### src/rtl/clkcfg_pkg.sv
// Shared constants and types for the clock input routing configuration block
package clkcfg_pkg;

  // ----------------------------------------------------------------
  // Register map: register index, byte address is four times index
  // ----------------------------------------------------------------
  localparam int ADDR_W = 12;
  localparam int IDX_W = 10;
  localparam logic [IDX_W-1:0] LOOP_CTRL_IDX = 10'h010;
  localparam logic [IDX_W-1:0] PREDIV_IDX = 10'h1e0;
  localparam logic [IDX_W-1:0] ROUTE_IDX = 10'h1e1;
  localparam logic [IDX_W-1:0] UPDATE_IDX = 10'h232;
  localparam logic [IDX_W-1:0] STATUS_IDX = 10'h233;

  // ----------------------------------------------------------------
  // Field positions
  // ----------------------------------------------------------------
  localparam int LOOP_PWR_LSB = 0;
  localparam int PFD_POL_BIT = 7;
  localparam int RATIO_LSB = 0;
  localparam int BYPASS_BIT = 0;
  localparam int SRC_SEL_BIT = 1;

  // ----------------------------------------------------------------
  // Codes and reset values
  // ----------------------------------------------------------------
  localparam logic [1:0] PWR_NORMAL = 2'h0;
  localparam logic [1:0] PWR_ASYNC_DOWN = 2'h1;
  localparam logic [2:0] RATIO_MAX_CODE = 3'h4;
  localparam logic [2:0] RATIO_BASE = 3'h2;
  localparam logic [7:0] UPDATE_KEY = 8'h01;
  localparam logic [7:0] LOOP_CTRL_RST = 8'h01;
  localparam logic [7:0] PREDIV_RST = 8'h02;
  localparam logic [7:0] ROUTE_RST = 8'h00;

  // Settings that are live in the routing logic
  typedef struct packed {
    logic [1:0] loopPower;
    logic pfdNegative;
    logic [2:0] ratioCode;
    logic bypass;
    logic srcAlt;
  } route_cfg_t;

  localparam route_cfg_t ROUTE_CFG_RST = '{
    loopPower: PWR_ASYNC_DOWN,
    pfdNegative: 1'b0,
    ratioCode: 3'h2,
    bypass: 1'b0,
    srcAlt: 1'b0
  };

endpackage : clkcfg_pkg

### src/rtl/clock_input_routing_config.sv
// Clock input routing, pre-divider and loop power configuration with Avalon-MM slave
//
// Functional notes
// [RL1] Loop power code 01 holds loop powered down
// [RL2] Loop power code 00 runs loop normally
// [RL3] Bypass bit selects direct feed over pre-divider
// [RL4] Reset loads loop off, divide four, no bypass
// [RL5] Pre-divider supports ratios two through six
// [RL6] Polarity bit zero positive, one negative
// [RL7] Settings apply only after update write 0x01
// [RL8] Source select zero uses external clock pins
// [RL9] Software enables loop when oscillator used
// [RL10] Software programs loop range before use
// [RL11] Pre-divider path divides by at least two
// [RL12] Loop on with pre-divider feeds prescaler directly
// [RL13] Registers eight bits; other fields only stored
//
// The Avalon-MM interface to the registers was chosen for this implementation.
`timescale 1ns/1ps
module clock_input_routing_config
  import clkcfg_pkg::*;
(
  input wire logic ref_clk,
  input wire logic rst,
  input wire logic [ADDR_W-1:0] address,
  input wire logic read,
  input wire logic write,
  input wire logic [31:0] writedata,
  input wire logic [3:0] byteenable,
  output logic [31:0] readdata,
  output logic waitrequest,
  input wire logic extClkIn,
  input wire logic altClkIn,
  output logic loopPowerDown,
  output logic loopEnable,
  output logic pfdNegative,
  output logic distClk,
  output logic prescalerClk
);

  // ----------------------------------------------------------------
  // Address decode
  // ----------------------------------------------------------------
  function automatic logic hitsReg(input logic [ADDR_W-1:0] addr,
                                   input logic [IDX_W-1:0] idx);
    hitsReg = (addr[ADDR_W-1:2] == idx) && (addr[1:0] == 2'h0);
  endfunction : hitsReg

  logic [7:0] loopCtrl_ff;
  logic [7:0] prediv_ff;
  logic [7:0] route_ff;
  route_cfg_t active_ff;
  route_cfg_t nxt_active;
  logic [31:0] nxt_readdata;
  logic [7:0] readByte;
  logic [7:0] statusByte;
  logic request;
  logic accept;
  logic wrAccept;
  logic lowLane;
  logic hitLoop;
  logic hitPrediv;
  logic hitRoute;
  logic hitUpdate;
  logic hitStatus;
  logic applyUpdate;

  assign request = read | write;
  // A request completes at the edge where waitrequest is seen low
  assign accept = request & ~waitrequest;
  assign lowLane = byteenable[0];
  assign wrAccept = accept & write & lowLane;
  assign hitLoop = hitsReg(address, LOOP_CTRL_IDX);
  assign hitPrediv = hitsReg(address, PREDIV_IDX);
  assign hitRoute = hitsReg(address, ROUTE_IDX);
  assign hitUpdate = hitsReg(address, UPDATE_IDX);
  assign hitStatus = hitsReg(address, STATUS_IDX);
  assign applyUpdate = wrAccept & hitUpdate & (writedata[7:0] == UPDATE_KEY); // see [RL7]

  // ----------------------------------------------------------------
  // Bus handshake: one wait cycle, then a single low cycle
  // ----------------------------------------------------------------
  always_ff @(posedge ref_clk or posedge rst) begin
    if (rst) begin
      waitrequest <= 1'b1;
    end else begin
      waitrequest <= ~(request & waitrequest);
    end
  end

  // ----------------------------------------------------------------
  // Programmed registers, all eight bits kept as written
  // ----------------------------------------------------------------
  always_ff @(posedge ref_clk or posedge rst) begin
    if (rst) begin
      loopCtrl_ff <= LOOP_CTRL_RST; // see [RL4]
      prediv_ff <= PREDIV_RST; // see [RL4]
      route_ff <= ROUTE_RST; // see [RL4]
    end else begin
      if (wrAccept && hitLoop) begin
        loopCtrl_ff <= writedata[7:0]; // see [RL13]
      end
      if (wrAccept && hitPrediv) begin
        prediv_ff <= writedata[7:0]; // see [RL13]
      end
      if (wrAccept && hitRoute) begin
        route_ff <= writedata[7:0]; // see [RL13]
      end
    end
  end

  // ----------------------------------------------------------------
  // Live settings, copied only on the update write
  // ----------------------------------------------------------------
  // Only named fields are copied, so unnamed bits never reach routing
  assign nxt_active = '{
    loopPower: loopCtrl_ff[LOOP_PWR_LSB +: 2],
    pfdNegative: loopCtrl_ff[PFD_POL_BIT],
    ratioCode: prediv_ff[RATIO_LSB +: 3],
    bypass: route_ff[BYPASS_BIT],
    srcAlt: route_ff[SRC_SEL_BIT]
  }; // see [RL13]

  always_ff @(posedge ref_clk or posedge rst) begin
    if (rst) begin
      active_ff <= ROUTE_CFG_RST; // see [RL4]
    end else if (applyUpdate) begin
      active_ff <= nxt_active; // see [RL7]
    end
  end

  // ----------------------------------------------------------------
  // Read data
  // ----------------------------------------------------------------
  assign statusByte = {active_ff.pfdNegative, active_ff.srcAlt, active_ff.bypass,
                       active_ff.ratioCode, active_ff.loopPower};
  // Update register reads zero: it acts only as a trigger
  assign readByte = hitLoop ? loopCtrl_ff :
                    hitPrediv ? prediv_ff :
                    hitRoute ? route_ff :
                    hitStatus ? statusByte : 8'h00;
  assign nxt_readdata = (request & waitrequest & read) ? {24'h000000, readByte} : readdata;

  always_ff @(posedge ref_clk or posedge rst) begin
    if (rst) begin
      readdata <= 32'h00000000;
    end else begin
      readdata <= nxt_readdata;
    end
  end

  // ----------------------------------------------------------------
  // Clock path: source select, pre-divider, bypass
  // ----------------------------------------------------------------
  logic [1:0] pinsSynced;
  logic srcClk;
  logic divClk;
  logic loopOn;
  logic loopOff;
  logic nxt_distClk;
  logic nxt_prescalerClk;

  // The clock pins are sampled, so this path is a functional model of routing only
  pin_sync #(
    .WIDTH(2)
  ) u_pinSync (
    .ref_clk(ref_clk),
    .rst(rst),
    .pinIn({altClkIn, extClkIn}),
    .syncOut(pinsSynced)
  );

  assign srcClk = active_ff.srcAlt ? pinsSynced[1] : pinsSynced[0]; // see [RL8]

  pre_divider u_preDivider (
    .ref_clk(ref_clk),
    .rst(rst),
    .clkSample(srcClk),
    .ratioCode(active_ff.ratioCode), // see [RL5]
    .divOut(divClk)
  );

  assign loopOn = (active_ff.loopPower == PWR_NORMAL); // see [RL2]
  // Codes 10 and 11 also keep the loop idle; only 01 is the asynchronous power-down
  assign loopOff = (active_ff.loopPower == PWR_ASYNC_DOWN); // see [RL1]
  // Divide-by-one exists only through the bypass route
  assign nxt_distClk = active_ff.bypass ? srcClk : divClk; // see [RL3] [RL11]
  assign nxt_prescalerClk = loopOn & ~active_ff.bypass & srcClk; // see [RL12]

  always_ff @(posedge ref_clk or posedge rst) begin
    if (rst) begin
      loopPowerDown <= 1'b1;
      loopEnable <= 1'b0;
      pfdNegative <= 1'b0;
      distClk <= 1'b0;
      prescalerClk <= 1'b0;
    end else begin
      loopPowerDown <= loopOff; // see [RL1]
      loopEnable <= loopOn; // see [RL2]
      pfdNegative <= active_ff.pfdNegative; // see [RL6]
      distClk <= nxt_distClk;
      prescalerClk <= nxt_prescalerClk;
    end
  end

endmodule : clock_input_routing_config

### src/rtl/pin_sync.sv
// Two-flop synchroniser for pin inputs
`timescale 1ns/1ps
module pin_sync #(
  parameter int WIDTH = 2
) (
  input wire logic ref_clk,
  input wire logic rst,
  input wire logic [WIDTH-1:0] pinIn,
  output logic [WIDTH-1:0] syncOut
);

  logic [WIDTH-1:0] stage1_ff;

  always_ff @(posedge ref_clk or posedge rst) begin
    if (rst) begin
      stage1_ff <= '0;
      syncOut <= '0;
    end else begin
      stage1_ff <= pinIn;
      syncOut <= stage1_ff;
    end
  end

endmodule : pin_sync

### src/rtl/pre_divider.sv
// Selectable integer pre-divider on the sampled clock input
`timescale 1ns/1ps
module pre_divider
  import clkcfg_pkg::*;
(
  input wire logic ref_clk,
  input wire logic rst,
  input wire logic clkSample,
  input wire logic [2:0] ratioCode,
  output logic divOut
);

  logic prev_ff;
  logic [2:0] count_ff;
  logic [2:0] nxt_count;
  logic [2:0] ratio;
  logic [2:0] halfRatio;
  logic risingEdge;

  // Codes above the top ratio clamp to it; the smallest ratio is two
  assign ratio = (ratioCode > RATIO_MAX_CODE) ? (RATIO_MAX_CODE + RATIO_BASE)
                                              : (ratioCode + RATIO_BASE); // see [RL5] [RL11]
  assign halfRatio = ratio >> 1;
  assign risingEdge = clkSample & ~prev_ff;
  assign nxt_count = (count_ff >= ratio - 3'h1) ? 3'h0 : count_ff + 3'h1;

  always_ff @(posedge ref_clk or posedge rst) begin
    if (rst) begin
      prev_ff <= 1'b0;
      count_ff <= 3'h0;
      divOut <= 1'b0;
    end else begin
      prev_ff <= clkSample;
      if (risingEdge) begin
        count_ff <= nxt_count;
        divOut <= (nxt_count < halfRatio);
      end
    end
  end

endmodule : pre_divider

### config.mk
export PLATFORM = sky130hd
export DESIGN_NAME = clock_input_routing_config
export DESIGN_NICKNAME = d
export VERILOG_FILES = /design/src/rtl/clkcfg_pkg.sv /design/src/rtl/clock_input_routing_config.sv /design/src/rtl/pin_sync.sv /design/src/rtl/pre_divider.sv
export SDC_FILE = /design/constraint.sdc
export NUM_CORES = 1
export LEC_CHECK = 0
export BUFFER_PORTS_ARGS = -buffer_cell sky130_fd_sc_hd__buf_4
export CORE_ASPECT_RATIO = 0.6
export CORE_MARGIN = 2
export CORE_UTILIZATION = 30
export DETAILED_ROUTE_END_ITERATION = 16
export PLACE_DENSITY = 0.55
export SETUP_SLACK_MARGIN = 0.4
export SLEW_MARGIN = 25
export SYNTH_ARGS = -nofsm -noshare
export SYNTH_HDL_FRONTEND = slang
export SYNTH_HIERARCHICAL = 1
export SYNTH_SLANG_ARGS = --single-unit
### constraint.sdc
create_clock -name ref_clk -period 3.4 [get_ports ref_clk]
set_input_delay 0.17 -clock ref_clk [delete_from_list [all_inputs] [get_ports ref_clk]]
set_output_delay 0.17 -clock ref_clk [all_outputs]
set_load 0.01 [all_outputs]
**After elaboration in Yosys (flattened, before gate mapping)**

Cells that the tools add are included.

- Eq/ne operators: 7
- Bitwise logic cells: 15
- Reduce and logical (&&, ||, !) cells: 10
- Magnitude comparators: 3
- $add $sub $neg: 3
- Muxes and demuxes: 8

Operators by type and width:

| operator | count |
|---|---|
| 2-to-1 mux 8 bit | 4 |
| equality test 10 bit (second input constant) | 2 |
| equality test 10 x 9 -> 1 bit (second input constant) | 2 |
| AND 1 bit | 10 |
| equality test 10 x 5 -> 1 bit (second input constant) | 1 |
| equality test 8 x 1 -> 1 bit (second input constant) | 1 |
| logical AND 1 bit | 8 |
| 2-to-1 mux 3 bit | 2 |
| logical NOT 2 bit | 2 |
| inverter 1 bit | 4 |
| adder 3 x 1 -> 3 bit (second input constant) | 1 |
| adder 3 x 2 -> 3 bit (second input constant) | 1 |
| >= comparator 3 bit | 1 |
| greater-than comparator 3 bit (second input constant) | 1 |
| less-than comparator 3 x 2 -> 1 bit | 1 |
| subtractor 3 x 1 -> 3 bit (second input constant) | 1 |
| equality test 2 x 1 -> 1 bit (second input constant) | 1 |
| 2-to-1 mux 1 bit | 2 |
| bitwise OR 1 bit | 1 |

- Input bits: 54
- Word-level logic and storage cells: 66
- Register bits: 55

**Depth between registers and ports, before layout**

Gate-level depths: netlist of the first run.

- Depth in word-level cells: 6
- Gate-level depth with buffers: 11

**By module**

Netlist of the first run, hierarchy kept.

By module, submodules not included:

| module | sequential area each (sq um) | times used | cells each | area each (sq um) |
|---|---|---|---|---|
| clock_input_routing_config | 1158.6 | 1 | 200 | 2341.0 |
| pre_divider | 125.1 | 1 | 40 | 380.4 |
| pin_sync | 100.1 | 1 | 5 | 103.8 |

**Worst setup path before layout of the first run**

No wires, ideal clock.

- Path type: reg2reg
- Start: register active_ff[3] (netlist bit)
- End: register u_preDivider.divOut
- Period minus slack after synthesis: 2436 ps
- Data required time: 3296 ps
- Slack: 964 ps
- Buffers on the path: 0
- Arrival: 2332 ps
- Library setup time: 104 ps
- Cell stages (with the launch flop): 12
- Path through: dfstp_2 nor2b_1 ha_1 xor2_1 ha_1 a21oi_1 o21ai_4 nor2_1 ha_1 a21oi_1 nor2_1 o41ai_2

- Longest elaborated chain between the ends: 6
- Elaborated cells between the ends (all ways): 7
- Classes of those cells: add/sub: 2; order compare: 3; mux: 2

Ends and longest elaborated chain:

| item | RTL line | text |
|---|---|---|
| start, declared | clock_input_routing_config.sv:52 | `route_cfg_t active_ff;` |
| start signal, assigned | clock_input_routing_config.sv:128 | `active_ff <= nxt_active;` |
| adder 3 x 2 -> 3 bit / greater-than comparator 3 bit (equally long branches) | pre_divider.sv:22, pre_divider.sv:21 |  |
| 2-to-1 mux 3 bit * | pre_divider.sv:21 | `assign ratio = (ratioCode > RATIO_MAX_CODE) ? (RATIO_MAX_CODE + RATIO_BASE)` |
| subtractor 3 x 1 -> 3 bit * | pre_divider.sv:25 | `assign nxt_count = (count_ff >= ratio - 3'h1) ? 3'h0 : count_ff + 3'h1;` |
| >= comparator 3 bit * | pre_divider.sv:25 |  |
| 2-to-1 mux 3 bit * | pre_divider.sv:25 |  |
| net u_preDivider.nxt_count[1] | pre_divider.sv:15 | `logic [2:0] nxt_count;` |
| less-than comparator 3 x 2 -> 1 bit * | pre_divider.sv:36 | `divOut <= (nxt_count < halfRatio);` |
| end signal, assigned | pre_divider.sv:36 |  |
| end, declared | pre_divider.sv:10 | `output logic divOut` |

The timed path passes the listed nets; every way through them passes the cells marked *.
A chain may end at the register's enable or synchronous reset.

**Worst setup path after layout of the first run**

Same ends and word-level chain as after synthesis.

==> summary.txt, run 1 <==
Timing
  • Slew Limit Headroom: 0.391
  • Fin. max-slew vios: 0
  • Final Hold Fails: 0
  • RSZ-0062 raised after global routing: false
  • Peak Freq: 0.378 GHz
  • Min Tclk post-route: 2650 ps
  • Final setup margin: 754 ps
  • Period utilization: 0.778
  • Worst Skew: 10.1 ps
  • Slew @ Worst Pin: 906 ps
  • Final setup viols: 0
  • Setup TNS: 0 ps
  • Hold Slack: 41.9 ps

Synth
  • Mapped cell area: 2830 sq um
  • Largest area contributor in the netlist: dfrtp_1
  • Top cells by area, synth: dfrtp_1 43%, mux2_2 12%, buf_4 6.4%
  • Asr flop ratio synth: 1.00
  • Avg Inst Size Synth: 11.5 sq um
  • Share of Yosys cell area claimed by the top area cell type: 0.434
  • Sequential element share of the synthesized area: 0.490
  • Synth unique cells: 45
  • Warnings from Yosys: 6
  • Number of synthesized register bits: 55
  • Post-Syn Instances: 245
  • EDFF count, synth: 0
  • Most used DFF post-synth: dfrtp_1

Setup path
  • Worst Reg2Reg Path Length in Cells: 11
  • Req. time, crit path: 3590 ps
  • Worst r2r dst: u_preDivider/divOut
  • Critical path type: reg -> reg
  • Most frequent CP cell: ha_1
  • Reg2reg start: active_ff[3]
  • Largest stage delay on the critical path: 560 ps
  • CP arrival: 2840 ps
  • Max stage delay cell, worst path: dfstp_2
  • R2R setup slack: 750 ps
  • Element type at the critical path start: flip-flop
  • Nature of the critical path endpoint: flip-flop
  • CP Launch Point: active_ff[3]
  • CP max FO: 5
  • Critical-path cell list: nor2b_1 -> ha_1 -> xor2_1 -> ha_1 -> a21oi_1 -> o21ai_4 -> nor2_1 -> ha_1 -> a21oi_1 -> nor2_1 -> o41ai_2

CTS
  • H-tree depth: 2
  • Clock transition at path regs: 70 ps
  • TritonCTS buffer count: 5
  • Post-CTS Setup Repair Bufs: 0
  • Clock latency on the worst-skew pair: 290 ps
  • CTS tree: built
  • Clk sinks: 55
  • Post-CTS Resized: 0
  • # hold bufs at CTS: 3
  • Root Driver: clkbuf_16
  • Max clock buf depth: 2

Final layout
  • Multi-input combinational cell area: 1280 sq um
  • Layout cells sized above 1: 0.346
  • Final Net Count: 351
  • Commonest cells after routing, fill and taps aside: 49 x dfrtp_1, 43 x buf_4, 31 x mux2_2, 24 x conb_1, 20 x a21oi_1
  • Fill count: 905
  • Antenna Cells: 0
  • Most common cell after layout, fill and taps aside: dfrtp_1
  • Final core occ: 0.368
  • Register Area: 1380 sq um
  • Area delta synth->final: 19.1%

GRT
  • Vias in the first global route: 1894
  • First-pass GRT wire length: 10300 microns
  • Overflow left after global routing: 0
  • M2 GR Usage: 0.182
  • Initial antenna violation count: 0
  • Total global routing track utilization: 0.133
  • Largest net degree at the start of global routing: 47
  • Met3 usage: 0.0364
  • Top Usage Layer GRT: met1
  • GRT met1 Usage: 0.205

Placed design
  • Final GP Congestion: 0.780
  • PortBufs: 40
  • Detailed placement HPWL: 4630 microns
  • DP Worst Slack: 765 ps

Die
  • Core Rows: 27
  • Chip Width: 129 microns
  • DIE AREA: 10200 sq um
  • Die Height: 79.2 microns
  • Core area: 9160 sq um
  • Ports: 92
  • Initial Util: 0.309

Run status
  • Outcome: completed

Flow run
  • Max_cap viols: 0

Power and ir drop
  • Peak VDD IR: 0.000201 V
  • Pwr/cell area: 475 nW/um^2
  • Pwr Total: 0.00160 W
  • Leakage power: 1.58 nW

Min path
  • HP Class: in -> reg
  • Worst Hold Depth: 2
  • Hold Startpoint: read
  • Worst Hold Path EP: waitrequest

Drt
  • Vias: 1913
  • Initial DRT Pass Iterations: 6
  • DR iter-0 viols: 110
  • Final antenna-violating net count: 0
  • Remaining DRCs: 0
  • WL/cell: 15.0 microns
  • Final wirelength: 6330 microns
  • Vias per std cell: 4.53
## area by class of cell
cell class,instances,share of cell area
Timing Repair Buffer,46,0.105
Clock buffer,7,0.0424
Clock inverter,1,0.00260
Tap cell,130,0.0483
Inverter,9,0.0100
Multi-Input combinational cell,174,0.381
Sequential cell,55,0.411
## worst max path at each step
| stage | cells past startpoint | to |
|---|---|---|
| floorplan | 11 | u_preDivider/divOut |
| global placement | 11 | u_preDivider/divOut |
| detailed placement | 11 | u_preDivider/divOut |
| CTS | 11 | u_preDivider/divOut |
| global route | 11 | u_preDivider/divOut |
| finish | 11 | u_preDivider/divOut |
## registers in the layout, indices dropped and copies added (netlist names), 2 cells and up
signal	flops
prediv_ff	8
u_pinSync/syncOut	2
readdata	8
route_ff	8
u_preDivider/count_ff	3
loopCtrl_ff	8
u_pinSync/stage1_ff	2
active_ff	8
## worst max-delay path, delay by kind of cell (launching register included)
family,cells,cell delay (ps)
xor+xnor,1,160
flops,1,560
compound gates,4,770
simple gates,3,370
fa+ha+maj,3,680
## power breakdown
part | internal, W | switching (W)
combinational | 0.000153 | 0.000188
sequential | 0.000707 | 0.0000362
clock | 0.000295 | 0.000222
## synthesized netlist by cell type, types with 2 or more instances
master	number
a22o_1	7
ha_1	6
o31a_1	8
mux2_2	31
a21oi_1	20
nor3_1	2
clkbuf_1	2
nor4_1	2
inv_1	9
nand2b_1	9
nor2b_1	2
buf_4	24
nor2_1	15
or3b_2	2
dfrtp_1	49
dfstp_2	6
and2_1	2
o21ai_0	11
buf_2	2
nand2_1	8
nor4_2	3
xor2_1	2
## stage by stage
stage	instance area (sq um)	instances
global route	3370	422
finish	3370	422
detailed placement	3180	411
floorplan	2910	268
CTS	3370	422
global placement	3180	411
## cell families after synthesis
logic type      count (synthesis)  synth area share
xor+xnor                        2           0.00620
flops                          55             0.490
mux                            32             0.127
buf+inv                        39            0.0872
fa+ha+maj                       6            0.0266
other cells                     1           0.00133
simple gates                   58             0.138
compound gates                 52             0.124
## per-layer routing
layer  part of all wire  vias to the layer above  routed length, microns
met3              0.050                        7                     317
met5                  0                        -                       0
met4             0.0087                        0                      55
met2               0.41                       50                    2570
li1                   -                      921                       -
met1               0.54                      935                    3390
(Power assumes the default switching activity.)
==> run 2: changes to the inputs <==
- clock period: 3.4 -> 2.55 ns (I/O delays scaled with it)
==> summary.txt, run 2 (synthesis gave the netlist of run 1 again) <==
Timing
  • Fin. max-slew vios: 0 (unchanged)
  • Period utilization: 0.935 (was 0.778)
  • Worst Skew: 15.3 ps (was 10.1 ps)
  • Final setup viols: 0 (unchanged)
  • Slew Limit Headroom: 0.657 (was 0.391)
  • Final setup margin: 167 ps (was 754 ps)
  • Slew @ Worst Pin: 511 ps (was 906 ps)
  • Hold Slack: 83.1 ps (was 41.9 ps)
  • RSZ-0062 raised after global routing: true (was false)
  • Peak Freq: 0.420 GHz (was 0.378 GHz)
  • Min Tclk post-route: 2380 ps (was 2650 ps)
  • Final Hold Fails: 0 (unchanged)

Drt
  • Final wirelength: 6580 microns (was 6330 microns)
  • Vias: 1968 (was 1913)
  • Final antenna-violating net count: 0 (unchanged)
  • Initial DRT Pass Iterations: 4 (was 6)
  • Remaining DRCs: 0 (unchanged)
  • WL/cell: 15.2 microns (was 15.0 microns)
  • DR iter-0 viols: 84 (was 110)
  • Vias per std cell: 4.55 (was 4.53)

Die
  • DIE AREA: 10200 sq um (unchanged)
  • Initial Util: 0.309 (unchanged)
  • Die Height: 79.2 microns (unchanged)
  • Core Rows: 27 (unchanged)
  • Core area: 9160 sq um (unchanged)
  • Ports: 92 (unchanged)
  • Chip Width: 129 microns (unchanged)

Setup path
  • Crit path buffers/inverters: 0 (unchanged)
  • Max stage delay cell, worst path: dfstp_2 (unchanged)
  • Critical-path cell list: nor2b_4 -> ha_4 -> xor2_1 -> ha_1 -> a21oi_2 -> o21ai_4 -> nor2_1 -> ha_1 -> a21oi_1 -> nor2_1 -> o41ai_2 (was nor2b_1 -> ha_1 -> xor2_1 -> ha_1 -> a21oi_1 -> o21ai_4 -> nor2_1 -> ha_1 -> a21oi_1 -> nor2_1 -> o41ai_2)
  • Largest stage delay on the critical path: 540 ps (was 560 ps)
  • CP arrival: 2580 ps (was 2840 ps)
  • CP max FO: 2 (was 5)
  • Req. time, crit path: 2750 ps (was 3590 ps)
  • Nature of the critical path endpoint: flip-flop (unchanged)
  • CP delay by family, top: adder cells (was compound AO/OA/AOI/OAI gates)
  • Element type at the critical path start: flip-flop (unchanged)
  • Critical path type: reg -> reg (unchanged)

GRT
  • Initial antenna violation count: 0 (unchanged)
  • Total global routing track utilization: 0.138 (was 0.133)
  • Largest net degree at the start of global routing: 23 (was 47)
  • First-pass GRT wire length: 10600 microns (was 10300 microns)
  • Overflow left after global routing: 0 (unchanged)
  • Vias in the first global route: 1940 (was 1894)

CTS
  • Max clock buf depth: 2 (unchanged)
  • TritonCTS buffer count: 5 (unchanged)
  • CTS tree: built (unchanged)
  • H-tree depth: 2 (unchanged)
  • Clock transition at path regs: 80 ps (was 70 ps)
  • Clock latency on the worst-skew pair: 300 ps (was 290 ps)
  • Clk sinks: 55 (unchanged)
  • Root Driver: clkbuf_16 (unchanged)

Power and ir drop
  • Pwr Total: 0.00217 W (was 0.00160 W)
  • Pwr/cell area: 623 nW/um^2 (was 475 nW/um^2)
  • Leakage power: 1.63 nW (was 1.58 nW)
  • Peak VDD IR: 0.000283 V (was 0.000201 V)

Placed design
  • DP Worst Slack: 73.9 ps (was 765 ps)
  • DP Area: 3260 sq um (was 3180 sq um)
  • Detailed placement HPWL: 4860 microns (was 4630 microns)
  • Final GP Congestion: 0.769 (was 0.780)
  • PortBufs: 40 (unchanged)
  • Placed cell count: 418 (was 411)

Flow run
  • Max_cap viols: 0 (unchanged)

Final layout
  • Final Net Count: 362 (was 351)
  • Antenna Cells: 0 (unchanged)
  • Layout cells sized above 1: 0.383 (was 0.346)
  • Area delta synth->final: 23.3% (was 19.1%)
  • Non-filler instance count after layout: 433 (was 422)
  • Commonest cells after routing, fill and taps aside: 52 x buf_4, 48 x dfrtp_1, 31 x mux2_2, 24 x conb_1, 19 x a21oi_1 (was 49 x dfrtp_1, 43 x buf_4, 31 x mux2_2, 24 x conb_1, 20 x a21oi_1)
  • Most common cell after layout, fill and taps aside: buf_4 (was dfrtp_1)
  • Final instance area: 3480 sq um (was 3370 sq um)

Run status
  • Outcome: completed (unchanged)

Min path
  • HP Class: in -> reg (unchanged)
-- run 2: worst paths after layout --
kind	slack, ps	start	cells after the start	endpoint
worst min register to register	350	u_pinSync/stage1_ff[0]	0	u_pinSync/syncOut[0]
worst max-delay path	170	active_ff[3]	11	u_preDivider/divOut
worst min-delay path	80	writedata[7]	3	route_ff[7]
worst max register to register	170	active_ff[3]	11	u_preDivider/divOut
max in group asynchronous	1500	rst	4	loopPowerDown
min in group asynchronous	280	rst	3	u_pinSync/syncOut[0]
-- run 2: cell type report --
| class | count | area, sq um |
|---|---|---|
| fillers | 904 | 5670 |
| flip-flops and latches | 55 | 1390 |
| multi-input cells | 174 | 1320 |
| repair buffers | 57 | 440 |
| well taps | 130 | 163 |
| clock buffers | 6 | 129 |
| inverters | 9 | 33.8 |
| clock inverters | 2 | 13.8 |
-- run 2: worst min-delay path, delay by kind of cell --
family	cells	cell delay (ps)
and+or+nand+nor	1	50
AOI/OAI and AO/OA	1	60
buffers and inverters	1	110
-- run 2: through the flow --
step           utilization  setup TNS (ps)
5_1_grt              0.380           -27.0
6_report             0.380               0
4_1_cts              0.379               0
2_1_floorplan            -               0
3_3_place_gp         0.356               0
3_5_place_dp         0.356               0
-- run 2: layer usage --
metal | track usage | wire length, microns
met4 | 0.0370 | 102
met3 | 0.0371 | 364
met2 | 0.193 | 2710
met5 | 0 | 0
met1 | 0.208 | 3400
-- run 2: where the power goes --
group	total, W	switching, W	internal, W
Combinational	0.000498	0.000268	0.000230
Sequential	0.000993	0.0000504	0.000942
Clock	0.000677	0.000312	0.000365
Total	0.00217	0.000631	0.00154
-- run 2: timing repair --
| action | CTS | global route |
|---|---|---|
| gates resized for setup | 1 | 2 |
| hold buffers | 5 | 0 |
| setup buffers | 2 | 0 |
| pin swaps | 3 | 0 |
| hold endpoints to repair | 23 | 0 |
| setup endpoints to repair | 1 | 2 |
==> run 3: changes to the inputs <==
- CORE_UTILIZATION: 30 -> 45
- PLACE_DENSITY: 0.55 -> 0.75
==> summary.txt, run 3 (synthesis gave the netlist of run 1 again) <==
Run status
  • Outcome: completed (unchanged)

Setup path
  • Most frequent CP cell: ha_1
  • R2R setup slack: 120 ps (was 170 ps)
  • Reg2reg start: active_ff[4] (was active_ff[3])
  • Worst r2r dst: u_preDivider/divOut (unchanged)
  • Critical path destination: u_preDivider/divOut (unchanged)
  • CP arrival: 2640 ps (was 2580 ps)
  • Req. time, crit path: 2760 ps (was 2750 ps)
  • Largest stage delay on the critical path: 450 ps (was 540 ps)
  • Nature of the critical path endpoint: flip-flop (unchanged)
  • Critical-path cell list: nand2b_4 -> ha_2 -> xor2_2 -> ha_1 -> a21oi_2 -> o21ai_4 -> nor2_2 -> ha_1 -> and2_1 -> o41ai_2 (was nor2b_4 -> ha_4 -> xor2_1 -> ha_1 -> a21oi_2 -> o21ai_4 -> nor2_1 -> ha_1 -> a21oi_1 -> nor2_1 -> o41ai_2)
  • Max stage delay cell, worst path: dfrtp_2 (was dfstp_2)
  • CP delay by family, top: adder cells (unchanged)
  • CP Launch Point: active_ff[4] (was active_ff[3])
  • Worst Reg2Reg Path Length in Cells: 10 (was 11)
  • CP max FO: 4 (was 2)
  • Element type at the critical path start: flip-flop (unchanged)
  • Critical path type: reg -> reg (unchanged)
  • CP Depth: 10 (was 11)
  • Crit path buffers/inverters: 0 (unchanged)

Power and ir drop
  • Leakage power: 1.61 nW (was 1.63 nW)
  • Pwr/cell area: 612 nW/um^2 (was 623 nW/um^2)
  • Peak VDD IR: 0.000254 V (was 0.000283 V)

Die
  • Die Height: 65.4 microns (was 79.2 microns)
  • Ports: 92 (unchanged)
  • Core area: 6080 sq um (was 9160 sq um)
  • Initial Util: 0.464 (was 0.309)
  • Core Rows: 22 (was 27)
  • DIE AREA: 6950 sq um (was 10200 sq um)
  • Chip Width: 106 microns (was 129 microns)

Drt
  • DR iter-0 viols: 115 (was 84)
  • WL/cell: 15.0 microns (was 15.2 microns)
  • Remaining DRCs: 0 (unchanged)
  • Initial DRT Pass Iterations: 4 (unchanged)
  • Final antenna-violating net count: 0 (unchanged)
  • Vias: 1973 (was 1968)
  • Final wirelength: 5780 microns (was 6580 microns)
  • Vias per std cell: 5.11 (was 4.55)

CTS
  • Root Driver: clkbuf_8 (was clkbuf_16)
  • Clk sinks: 55 (unchanged)
  • Clock transition at path regs: 100 ps (was 80 ps)
  • TritonCTS buffer count: 5 (unchanged)
  • Max clock buf depth: 2 (unchanged)
  • H-tree depth: 2 (unchanged)
  • Clock latency on the worst-skew pair: 310 ps (was 300 ps)
  • CTS tree: built (unchanged)

Placed design
  • PortBufs: 40 (unchanged)
  • Detailed placement HPWL: 4300 microns (was 4860 microns)
  • Final GP Congestion: 0.780 (was 0.769)

Timing
  • Min Tclk post-route: 2430 ps (was 2380 ps)
  • Fin. max-slew vios: 0 (unchanged)
  • Slew Limit Headroom: 0.621 (was 0.657)
  • Worst Skew: 15.2 ps (was 15.3 ps)
  • RSZ-0062 raised after global routing: true (unchanged)
  • Period utilization: 0.952 (was 0.935)
  • Slew @ Worst Pin: 568 ps (was 511 ps)
  • Final Hold Fails: 0 (unchanged)
  • Peak Freq: 0.412 GHz (was 0.420 GHz)
  • Final setup viols: 0 (unchanged)
  • Hold Slack: 56.6 ps (was 83.1 ps)

Final layout
  • Most common cell after layout, fill and taps aside: buf_4 (unchanged)
  • Commonest cells after routing, fill and taps aside: 51 x buf_4, 48 x dfrtp_1, 31 x mux2_2, 24 x conb_1, 18 x a21oi_1 (was 52 x buf_4, 48 x dfrtp_1, 31 x mux2_2, 24 x conb_1, 19 x a21oi_1)
  • Antenna Cells: 0 (unchanged)
  • Area delta synth->final: 19.9% (was 23.3%)
  • Layout cells sized above 1: 0.391 (was 0.383)
  • Final core occ: 0.557 (was 0.380)
  • Final Net Count: 361 (was 362)

GRT
  • Overflow left after global routing: 0 (unchanged)
  • Largest net degree at the start of global routing: 47 (was 23)
  • First-pass GRT wire length: 9160 microns (was 10600 microns)
  • Initial antenna violation count: 0 (unchanged)
  • Total global routing track utilization: 0.176 (was 0.138)
  • Vias in the first global route: 1790 (was 1940)

Min path
  • HP Class: in -> reg (unchanged)

Flow run
  • Max_cap viols: 0 (unchanged)
==> run 3: metrics by stage <==
stage               setup TNS [ps]  cell area (sq um)  power (W)  std cells  worst slack (ps)
global placement                 0               3190    0.00145        370              60.2
finish                           0               3390    0.00207        386               122
detailed placement               0               3190    0.00147        370              58.0
floorplan                        0               2930    0.00134        268               213
CTS                              0               3370    0.00207        386               126
global route                 -39.0               3390    0.00220        386             -39.0
==> run 3: where the power goes <==
part           switching (W)  total, W  internal [W]
logic               0.000272  0.000509      0.000237
clock network       0.000278  0.000575      0.000297
registers          0.0000484  0.000990      0.000942
==> run 3: how the worst min path moves through the flow <==
stage / startpoint / endpoint / slack [ps] / cells past startpoint
detailed placement: rst / u_pinSync/syncOut[1] / 40 / 2
global route: writedata[7] / route_ff[7] / 70 / 3
global placement: rst / u_pinSync/stage1_ff[1] / 30 / 2
finish: writedata[7] / route_ff[7] / 60 / 3
CTS: writedata[7] / route_ff[7] / 50 / 3
floorplan: rst / u_pinSync/stage1_ff[0] / -110 / 1
==> run 3: area by class of cell <==
type	count	area (sq um)
Clock buffer	6	72.6
Clock inverter	2	38.8
Fill cell	527	2700
Inverter	9	33.8
Multi-Input combinational cell	174	1320
Sequential cell	55	1390
Tap cell	84	105
Timing Repair Buffer	56	433
==> run 3: worst register-to-register path, stage by stage (launching register included) <==
cell and delay, ps:
dfrtp_2 450, nand2b_4 150, ha_2 190, xor2_2 170, ha_1 330, a21oi_2 190, o21ai_4 80, nor2_2 80
ha_1 240, and2_1 150, o41ai_2 290
==> run 3: what timing repair did <==
action | CTS | global route
setup endpoints to repair | 1 | 1
hold endpoints to repair | 45 | 0
hold buffers | 5 | 0
setup buffers | 3 | 0
gates resized for setup | 1 | 4
pin swaps | 3 | 2
==> run 3: layer usage <==
| metal | GRT usage | up-vias | share of wire |
|---|---|---|---|
| li1 | - | 935 | - |
| met1 | 0.272 | 979 | 0.51 |
| met2 | 0.252 | 52 | 0.42 |
| met3 | 0.0357 | 7 | 0.058 |
| met4 | 0.0395 | 0 | 0.0088 |
| met5 | 0 | - | 0 |
